[src/design/pll_ssc_pkg.sv]
/*
 * shared constants, types and reset values of the pll and spread control block.
 * assumes a 250 mhz control clock; all configuration arrives as plain levels.
 */
`default_nettype none

package pll_ssc_pkg;
    localparam int NUM_PLL = 3;
    localparam int NUM_OUT = 6;
    localparam int SSC_PLL = 1;
    localparam int OFS_W = 10;
    localparam int SWEEP_AW = 14;

    // clock rate and sweep rates, figures as printed
    localparam int CLK_MHZ = 250;
    localparam int SWEEP_SLOW_KHZ = 30;
    localparam int SWEEP_FAST_KHZ = 60;
    // cycles in half a sweep period, rounded down
    localparam logic [SWEEP_AW-1:0] SWEEP_HALF_SLOW_CYC =
        SWEEP_AW'(CLK_MHZ * 1000 / (2 * SWEEP_SLOW_KHZ));
    localparam logic [SWEEP_AW-1:0] SWEEP_HALF_FAST_CYC =
        SWEEP_AW'(CLK_MHZ * 1000 / (2 * SWEEP_FAST_KHZ));

    // vco limits in mhz: 250 fractional, 167 with spreading
    localparam logic [8:0] VCO_FRAC_LIMIT_MHZ = 9'h0fa;
    localparam logic [8:0] VCO_SSC_LIMIT_MHZ = 9'h0a7;

    // first-stage switch source codes
    localparam logic [2:0] SRC_INPUT = 3'h0;
    localparam logic [2:0] SRC_PLL1 = 3'h1;
    localparam logic [2:0] SRC_PLL2 = 3'h2;
    localparam logic [2:0] SRC_PLL2_SSC = 3'h3;
    localparam logic [2:0] SRC_PLL3 = 3'h4;

    // spread amounts in units of 0.01 percent
    localparam logic [OFS_W-1:0] AMT_C0 = 10'h00a;
    localparam logic [OFS_W-1:0] AMT_C1 = 10'h019;
    localparam logic [OFS_W-1:0] AMT_C2 = 10'h028;
    localparam logic [OFS_W-1:0] AMT_D0 = 10'h064;
    localparam logic [OFS_W-1:0] AMT_D1 = 10'h096;
    localparam logic [OFS_W-1:0] AMT_D2 = 10'h0c8;
    localparam logic [OFS_W-1:0] AMT_D3 = 10'h12c;

    // control-function field: [3:2] second pin, [1:0] first pin
    localparam int CF_S1_HI = 3;
    localparam int CF_S1_LO = 2;
    localparam logic [3:0] CF_ADDR = 4'hf;
    localparam logic [1:0] S0F_PD = 2'h0;
    localparam logic [1:0] S0F_BYP = 2'h1;
    localparam logic [1:0] S0F_CLKSEL = 2'h2;

    typedef enum logic [1:0] {OUT_ACTIVE, OUT_LOW, OUT_TRI, OUT_PD} out_state_e;
    typedef enum logic [1:0] {ROUTE_VCO, ROUTE_VCO_BYP, ROUTE_PLL_BYP} pll_route_e;

    typedef struct packed {
        logic vco_range_select;
        logic vco_bypass_select;
        logic pll_bypass;
        logic [8:0] vco_freq_mhz;
    } pll_cfg_s;

    typedef struct packed {
        pll_route_e route;
        logic power_down;
        logic frac_en;
        logic high_speed;
    } pll_stat_s;

    typedef struct packed {
        logic bypass;
        logic down_mode;
        logic [1:0] amount;
        logic fast_rate;
    } ssc_cfg_s;

    typedef struct packed {
        logic [2:0] src;
        logic [1:0] slew;
        logic force_low;
    } out_cfg_s;

    typedef struct packed {
        out_state_e state;
        logic [2:0] src;
        logic ssc_sel;
        logic [1:0] slew;
    } out_stat_s;

    localparam pll_stat_s PLL_STAT_RST = '{route: ROUTE_VCO, power_down: 1'b0,
                                          frac_en: 1'b0, high_speed: 1'b0};
    localparam out_stat_s OUT_STAT_RST = '{state: OUT_TRI, src: SRC_INPUT,
                                          ssc_sel: 1'b0, slew: 2'h0};
    localparam ssc_cfg_s SSC_CFG_RST = '{bypass: 1'b1, down_mode: 1'b0,
                                        amount: 2'h0, fast_rate: 1'b0};
endpackage

`default_nettype wire

[src/design/pll_ssc_config_control.sv]
/*
 * configuration and control of a three-pll synthesizer: vco range, divider mode,
 * bypass routing, spread modulation on the second pll, output slew and states,
 * and the two multi-function pins.
 * assumes configuration levels on the clk domain; the two pins are asynchronous.
 */
`default_nettype none

module pll_ssc_config_control #(
    parameter logic [pll_ssc_pkg::SWEEP_AW-1:0] HALF_SLOW_CYC = pll_ssc_pkg::SWEEP_HALF_SLOW_CYC,
    parameter logic [pll_ssc_pkg::SWEEP_AW-1:0] HALF_FAST_CYC = pll_ssc_pkg::SWEEP_HALF_FAST_CYC
) (
    // clock and reset
    input wire logic clk,
    input wire logic nrst,
    // pll and output configuration
    input wire pll_ssc_pkg::pll_cfg_s [pll_ssc_pkg::NUM_PLL-1:0] pll_cfg,
    input wire pll_ssc_pkg::ssc_cfg_s ssc_cfg,
    input wire pll_ssc_pkg::out_cfg_s [pll_ssc_pkg::NUM_OUT-1:0] out_cfg,
    input wire logic [3:0] control_function,
    input wire logic internal_clock_select,
    // multi-function pins
    input wire logic multifunction_pin_zero,
    input wire logic multifunction_pin_one,
    // pll and output status
    output pll_ssc_pkg::pll_stat_s [pll_ssc_pkg::NUM_PLL-1:0] pll_status,
    output pll_ssc_pkg::out_stat_s [pll_ssc_pkg::NUM_OUT-1:0] out_status,
    // spread modulation
    output logic ssc_mod_en,
    output logic signed [pll_ssc_pkg::OFS_W-1:0] ssc_offset,
    output logic ssc_vco_over,
    // device control
    output logic device_power_down,
    output logic clock_input_select,
    output logic address_mode,
    output logic slave_address_bit_zero,
    output logic slave_address_bit_one
);
    import pll_ssc_pkg::*;

    logic [1:0] pin_in;
    logic [1:0] pin_meta_r;
    logic [1:0] pin_mid_r;
    logic [1:0] pin_late_r;
    logic [1:0] pin_stable_r;

    assign pin_in = {multifunction_pin_one, multifunction_pin_zero};

    // three-stage sync; a level counts once the last two stages agree
    for (genvar g = 0; g < 2; g++) begin : g_pin
        always_ff @(posedge clk or negedge nrst) begin
            if (!nrst) begin
                pin_meta_r[g] <= 1'b0;
                pin_mid_r[g] <= 1'b0;
                pin_late_r[g] <= 1'b0;
                pin_stable_r[g] <= 1'b0;
            end else begin
                pin_meta_r[g] <= pin_in[g];
                pin_mid_r[g] <= pin_meta_r[g];
                pin_late_r[g] <= pin_mid_r[g];
                if (pin_mid_r[g] == pin_late_r[g]) begin
                    pin_stable_r[g] <= pin_late_r[g];
                end
            end
        end
    end

    logic ctl_addr;
    logic ctl_low;
    logic ctl_tri;
    logic ctl_pd;
    logic ctl_byp;
    logic ctl_clksel;

    // pin roles from the control-function field
    always_comb begin
        ctl_addr = control_function == CF_ADDR;
        ctl_low = !control_function[CF_S1_HI] && !pin_stable_r[1]
                  && !control_function[CF_S1_LO];
        ctl_tri = !control_function[CF_S1_HI] && !pin_stable_r[1]
                  && control_function[CF_S1_LO];
        ctl_pd = control_function[1:0] == S0F_PD && !pin_stable_r[0];
        ctl_byp = control_function[1:0] == S0F_BYP && !pin_stable_r[0];
        if (control_function[1:0] == S0F_CLKSEL) begin
            ctl_clksel = pin_stable_r[0];
        end else begin
            ctl_clksel = internal_clock_select;
        end
    end

    always_ff @(posedge clk or negedge nrst) begin
        if (!nrst) begin
            device_power_down <= 1'b0;
            clock_input_select <= 1'b0;
        end else begin
            device_power_down <= ctl_pd;
            clock_input_select <= ctl_clksel;
        end
    end

    always_ff @(posedge clk or negedge nrst) begin
        if (!nrst) begin
            address_mode <= 1'b0;
            slave_address_bit_zero <= 1'b0;
            slave_address_bit_one <= 1'b0;
        end else begin
            address_mode <= ctl_addr;
            slave_address_bit_zero <= ctl_addr && pin_stable_r[0];
            slave_address_bit_one <= ctl_addr && pin_stable_r[1];
        end
    end

    for (genvar i = 0; i < NUM_PLL; i++) begin : g_pll
        pll_stat_s stat_nxt;

        always_comb begin
            stat_nxt.high_speed = pll_cfg[i].vco_range_select;
            if (pll_cfg[i].pll_bypass || ctl_byp) begin
                stat_nxt.route = ROUTE_PLL_BYP;
            end else if (pll_cfg[i].vco_bypass_select) begin
                stat_nxt.route = ROUTE_VCO_BYP;
            end else begin
                stat_nxt.route = ROUTE_VCO;
            end
            stat_nxt.power_down = pll_cfg[i].vco_bypass_select || ctl_byp || ctl_pd;
            stat_nxt.frac_en = stat_nxt.route == ROUTE_VCO
                               && pll_cfg[i].vco_freq_mhz <= VCO_FRAC_LIMIT_MHZ;
        end

        always_ff @(posedge clk or negedge nrst) begin
            if (!nrst) begin
                pll_status[i] <= PLL_STAT_RST;
            end else begin
                pll_status[i] <= stat_nxt;
            end
        end

    end

    for (genvar j = 0; j < NUM_OUT; j++) begin : g_out
        out_stat_s ostat_nxt;

        always_comb begin
            if (ctl_pd) begin
                ostat_nxt.state = OUT_PD;
            end else if (ctl_tri) begin
                ostat_nxt.state = OUT_TRI;
            end else if (ctl_low || out_cfg[j].force_low) begin
                ostat_nxt.state = OUT_LOW;
            end else begin
                ostat_nxt.state = OUT_ACTIVE;
            end
            if (out_cfg[j].src > SRC_PLL3) begin
                ostat_nxt.src = SRC_INPUT;
            end else begin
                ostat_nxt.src = out_cfg[j].src;
            end
            ostat_nxt.ssc_sel = out_cfg[j].src == SRC_PLL2_SSC;
            ostat_nxt.slew = out_cfg[j].slew;
        end

        always_ff @(posedge clk or negedge nrst) begin
            if (!nrst) begin
                out_status[j] <= OUT_STAT_RST;
            end else begin
                out_status[j] <= ostat_nxt;
            end
        end

    end

    ssc_cfg_s ssc_cfg_q_r;
    logic sweep_run;
    logic signed [OFS_W-1:0] sweep_hi;
    logic signed [OFS_W-1:0] sweep_lo;
    logic [OFS_W-1:0] sweep_span;
    logic [OFS_W-1:0] sweep_amt;
    logic [SWEEP_AW-1:0] sweep_half;

    // modulated output runs unless bypassed or the device is down
    always_ff @(posedge clk or negedge nrst) begin
        if (!nrst) begin
            ssc_cfg_q_r <= SSC_CFG_RST;
            ssc_mod_en <= 1'b0;
            ssc_vco_over <= 1'b0;
        end else begin
            ssc_cfg_q_r <= ssc_cfg;
            ssc_mod_en <= !ssc_cfg.bypass && !ctl_pd;
            ssc_vco_over <= !ssc_cfg.bypass
                            && pll_cfg[SSC_PLL].vco_freq_mhz > VCO_SSC_LIMIT_MHZ;
        end
    end

    // any setting change restarts the sweep on the carrier
    assign sweep_run = ssc_mod_en && ssc_cfg_q_r == ssc_cfg;

    always_comb begin
        if (ssc_cfg_q_r.down_mode) begin
            unique case (ssc_cfg_q_r.amount)
                2'h0: sweep_amt = AMT_D0;
                2'h1: sweep_amt = AMT_D1;
                2'h2: sweep_amt = AMT_D2;
                2'h3: sweep_amt = AMT_D3;
            endcase
            sweep_hi = '0;
            sweep_lo = -sweep_amt;
            sweep_span = sweep_amt;
        end else begin
            unique case (ssc_cfg_q_r.amount)
                2'h0: sweep_amt = AMT_C0;
                2'h1: sweep_amt = AMT_C1;
                2'h2: sweep_amt = AMT_C2;
                2'h3: sweep_amt = AMT_C2;
            endcase
            sweep_hi = sweep_amt;
            sweep_lo = -sweep_amt;
            sweep_span = {sweep_amt[OFS_W-2:0], 1'b0};
        end
        sweep_half = ssc_cfg_q_r.fast_rate ? HALF_FAST_CYC : HALF_SLOW_CYC;
    end

    // the offset applies to the second pll's modulated output only
    ssc_sweep #(
        .OW(OFS_W),
        .AW(SWEEP_AW)
    ) u_sweep (
        .clk(clk),
        .nrst(nrst),
        .run(sweep_run),
        .hi(sweep_hi),
        .lo(sweep_lo),
        .span(sweep_span),
        .half_cyc(sweep_half),
        .offset(ssc_offset),
        .dir_up()
    );
endmodule // pll_ssc_config_control

`default_nettype wire

[src/design/ssc_sweep.sv]
/*
 * triangular sweep generator for the modulated pll output.
 * assumes bounds and span stay steady while run is high.
 */
`default_nettype none

module ssc_sweep #(
    parameter int OW = 10,
    parameter int AW = 14
) (
    // clock and reset
    input wire logic clk,
    input wire logic nrst,
    // sweep setting
    input wire logic run,
    input wire logic signed [OW-1:0] hi,
    input wire logic signed [OW-1:0] lo,
    input wire logic [OW-1:0] span,
    input wire logic [AW-1:0] half_cyc,
    // sweep state
    output logic signed [OW-1:0] offset,
    output logic dir_up
);
    localparam logic signed [OW-1:0] STEP_ONE = OW'(1);

    logic [AW-1:0] acc_r;
    logic [AW-1:0] acc_sum;
    logic step;

    // span steps spread evenly over half a sweep period
    assign acc_sum = acc_r + AW'(span);
    assign step = acc_sum >= half_cyc;

    always_ff @(posedge clk or negedge nrst) begin
        if (!nrst) begin
            acc_r <= '0;
        end else if (!run) begin
            acc_r <= '0;
        end else if (step) begin
            acc_r <= acc_sum - half_cyc;
        end else begin
            acc_r <= acc_sum;
        end
    end

    // starts on the carrier and turns at each bound, so center mode averages to zero
    always_ff @(posedge clk or negedge nrst) begin
        if (!nrst) begin
            offset <= '0;
            dir_up <= 1'b1;
        end else if (!run) begin
            offset <= '0;
            dir_up <= 1'b1;
        end else if (step) begin
            if (dir_up) begin
                if (offset >= hi) begin
                    dir_up <= 1'b0;
                    offset <= offset - STEP_ONE;
                end else begin
                    offset <= offset + STEP_ONE;
                end
            end else begin
                if (offset <= lo) begin
                    dir_up <= 1'b1;
                    offset <= offset + STEP_ONE;
                end else begin
                    offset <= offset - STEP_ONE;
                end
            end
        end
    end
endmodule // ssc_sweep

`default_nettype wire

[config.mk]
export PLATFORM = sky130hd
export DESIGN_NAME = pll_ssc_config_control
export DESIGN_NICKNAME = d
export VERILOG_FILES = /design/src/design/pll_ssc_pkg.sv /design/src/design/pll_ssc_config_control.sv /design/src/design/ssc_sweep.sv
export SDC_FILE = /design/constraint.sdc
export NUM_CORES = 1
export LEC_CHECK = 0
export ABC_AREA = 1
export BUFFER_PORTS_ARGS = -buffer_cell sky130_fd_sc_hd__buf_2
export CORE_MARGIN = 2
export CORE_UTILIZATION = 30
export DETAILED_ROUTE_END_ITERATION = 12
export GPL_TIMING_DRIVEN = 0
export PLACE_DENSITY = 0.54
export SETUP_SLACK_MARGIN = 0.4
export SYNTH_ARGS = -nofsm -noshare
export SYNTH_HDL_FRONTEND = slang
export SYNTH_SLANG_ARGS = --single-unit
[constraint.sdc]
create_clock -name clk -period 10.4 [get_ports clk]
set_clock_uncertainty 0.05 [all_clocks]
set_input_delay 0 -clock clk [delete_from_list [all_inputs] [get_ports clk]]
set_output_delay 0 -clock clk [all_outputs]
set_load 0.005 [all_outputs]
==> summary.txt <==
Synthesis
  – Syn nets: 803
  – EDFF count, synth: 0
  – Syn Inst Count: 678
  – Post-synthesis sequential area ratio: 46.4%
  – Yosys reg bits: 103
  – Ys async rst share: 100%
  – Synth Flop Type: dfrtp_1
  – Unique masters post-synth: 44
  – Synthesized cell area: around 5600 sq um
  – Yosys warnings: 0
  – Syn avg cell area: roughly 8.2 sq um

Job
  – Maxcap violations: 0

Clocking
  – H-tree depth: 3
  – Postcts setup bufs: 0
  – # clock sinks: approximately 100
  – Max Buffers Root-to-Sink: 2
  – Root buf cell: clkbuf_16
  – CTS tree: built
  – Clk_lat worst skew: 0.36 ns
  – CTS clock-pin slew for the worst setup and hold paths: around 0.08 ns
  – CTS buffer count: 9

STA
  – Fin crit share: 39.7%
  – Rel. slew slack: 53.2%
  – RSZ-0062 raised after global routing: no
  – Peak Freq: 0.242 GHz
  – Slew Viols, Final: 0
  – Min Tclk post-route: 4.13 ns
  – Setup TNS: 0 ns
  – Final setup violating endpoints: 0
  – Worst-Margin Slew: 0.702 ns
  – Hold Fails Final Rpt: 0
  – Final WS setup: between 6 and 7 ns

Layout
  – Proportion of layout cells with a drive suffix above 1: 22.4%
  – Most frequent cells in the layout: buf_2, nand2_1, inv_1
  – Fill count: between 1,500 and 2,000
  – Diodes inserted: 0
  – Final nets: 1,060
  – Commonest non-fill, non-tap cell in the layout: buf_2
  – Final Instance Count excl. Fillers: ~1,200
  – Area growth syn-to-layout: 40.7%

Global route
  – Initial antenna violation count: 0
  – Global route total overflow: 0
  – Gr usage total: between 10% and 20%
  – Number of global-route vias before repair: 5,416
  – Largest net degree at the start of global routing: 54
  – First-pass GRT wire length: 26,600 microns

Placed design
  – Detailed placement HPWL: around 12,000 microns
  – GPL Wtd Cong: 0.900
  – PortBufs: 165
  – Placed cell count: 1,073
  – DP Worst Slack: 6.28 ns

Critical path
  – Setup slack, reg-to-reg: 6.27 ns
  – Worst setup path end: u_sweep.dir_up$_DFFE_PN1P_
  – CP cell instances: inv_1, ha_1, clkbuf_1, ha_1, inv_1, fa_1, inv_1, nand2_1, nand2_2, nand4_2, a21oi_1, xor2_1, ha_1, nand3_1, nand2_1, a21oi_2, nand3_4, buf_4, a21oi_1, o21ai_1
  – Worst-case reg-to-reg path depth: 20
  – Bufs and invs on worst path: 5
  – Endpoint class of the critical path: flop
  – CP max FO: 10
  – Crit Path Class: flop to flop
  – RR Endpoint: u_sweep.dir_up$_DFFE_PN1P_
  – Slowest cell on crit path: dfrtp_1
  – Worst EP arrival: 4.35 ns
  – CP max stage delay: 0.49 ns
  – R2R Path Start: ssc_cfg_q_r[2]$_DFF_PN0_
  – Delay-heaviest family, CP: adder cells
  – Crit path launch: ssc_cfg_q_r[2]$_DFF_PN0_
  – Startpoint Class: flop
  – WP depth: 20
  – Worst EP required: around 11 ns

Route
  – Antenna Violating Nets Remaining: 0
  – Routed vias/inst: ~4.5
  – Routed vias: 5,240
  – Average wire per standard cell: 13.7 microns
  – DRT iter0 DRCs: 250
  – Post-route DRC violation count: 0
  – Final wirelength: 16,000 microns
  – Drt first pass iters: 4

Power
  – Leak: 4.28 nW
  – Total Power: 0.000955 W
  – PD cells: 122 nW/um^2
  – VDD IR max: about 0.07 mV

Floorplan
  – Die width: 140 microns
  – Die ar.: between 15,000 and 20,000 sq um
  – Die H: between 100 and 150 microns
  – # IOs: 166
  – Num rows: 49
  – Core box area: 18,100 sq um
  – Initial Utilization: 30.8%

Worst hold path
  – Hold WC Path Type: input pin to async pin

Run status
  – Run status: complete, no violations
layout make-up:
cell class                      count  area, sq um  share of cell area, %
Sequential cell                   103         2580                   33.0
Multi-Input combinational cell    456         2510                   32.0
Timing Repair Buffer              246         1660                   21.2
Inverter                          108          405                   5.18
Tap cell                          229          287                   3.66
Clock buffer                        9          225                   2.88
Clock inverter                      7         96.3                   1.23
Buffer                             11         72.6                  0.927
kinds of logic after synthesis:
| group | after synthesis | share of synthesized area (%) |
|---|---|---|
| and+or+nand+nor | 315 | 24.8 |
| adders and majority gates | 41 | 9.26 |
| AOI/OAI and AO/OA | 82 | 8.18 |
| DFF | 103 | 46.4 |
| buffers and inverters | 119 | 8.58 |
| xor gates and xnor gates | 18 | 2.83 |
per-stage QoR:
step	util, %	hold slack [ns]	cell area (sq um)
3_5_place_dp	37.1	0.0579	6710
5_1_grt	43.3	0.209	7830
6_report	43.3	0.168	7830
4_1_cts	43.3	0.201	7830
2_1_floorplan	-	-0.346	5570
3_3_place_gp	36.9	0.0575	6680
state kept, by name (all words and copies together) (netlist names), 2 cells and up:
| register | cells |
|---|---|
| pin_stable_r | 2 |
| out_status | 43 |
| pin_meta_r | 2 |
| pin_late_r | 2 |
| pin_mid_r | 2 |
| pll_status | 15 |
| ssc_cfg_q_r | 5 |
| u_sweep.acc_r | 14 |
| u_sweep.offset | 10 |
synth_stat cells, types with 4 or more instances:
| cell type | count | area, sq um |
|---|---|---|
| nor4_1 | 5 | 31.3 |
| xor2_1 | 10 | 87.6 |
| ha_1 | 38 | 475 |
| inv_1 | 103 | 387 |
| nor3_1 | 13 | 65.1 |
| nand3_1 | 43 | 215 |
| buf_4 | 6 | 45.0 |
| nand2_1 | 156 | 586 |
| o21ai_1 | 5 | 25.0 |
| nand4_1 | 15 | 93.8 |
| dfrtp_1 | 100 | 2500 |
| o21ai_0 | 23 | 115 |
| xnor2_1 | 8 | 70.1 |
| nor2_1 | 67 | 251 |
| inv_2 | 4 | 15.0 |
| a21oi_1 | 37 | 185 |
worst reg2reg max path: cells and delay by family (launching register included):
kind | cells | cell delay, ns
buf+inv | 5 | 0.68
xor+xnor | 1 | 0.22
fa+ha+maj | 4 | 1.20
flops | 1 | 0.49
compound gates | 4 | 0.74
simple gates | 6 | 0.69
worst min path at each step:
stage	cells after the start	slack, ns	endpoint
after floorplan	0	-0.35	address_mode$_DFF_PN0_
after global placement	1	0.06	out_status[17]$_DFF_PN0_
after detailed placement	1	0.06	out_status[4]$_DFF_PN0_
after CTS	2	0.20	out_status[5]$_DFF_PN0_
after global routing	2	0.21	pll_status[0]$_DFF_PN0_
final	2	0.17	out_status[5]$_DFF_PN0_
power breakdown:
| group | total (W) | leakage, nW | internal (W) | switching [W] |
|---|---|---|---|---|
| logic | 0.000164 | 2.82 | 0.0000763 | 0.0000877 |
| registers | 0.000426 | 1.30 | 0.000418 | 0.00000763 |
| clock network | 0.000365 | 0.156 | 0.000178 | 0.000187 |
routing by layer:
layer,track usage [%],vias to the layer above,part of all wire [%]
met4,6.11,0,2.4
met1,20.3,2356,43
met3,4.21,27,5.8
li1,-,2692,-
met5,0,-,0
met2,29.7,165,49
what timing repair did:
| item | 4_1_cts | 5_1_grt |
|---|---|---|
| hold buffers | 80 | 0 |
| gates resized for setup | 0 | 0 |
| hold endpoints to repair | 119 | 0 |
| endpoints found under the setup margin | 0 | 0 |
Note: power is estimated with default switching activity, not from simulation.
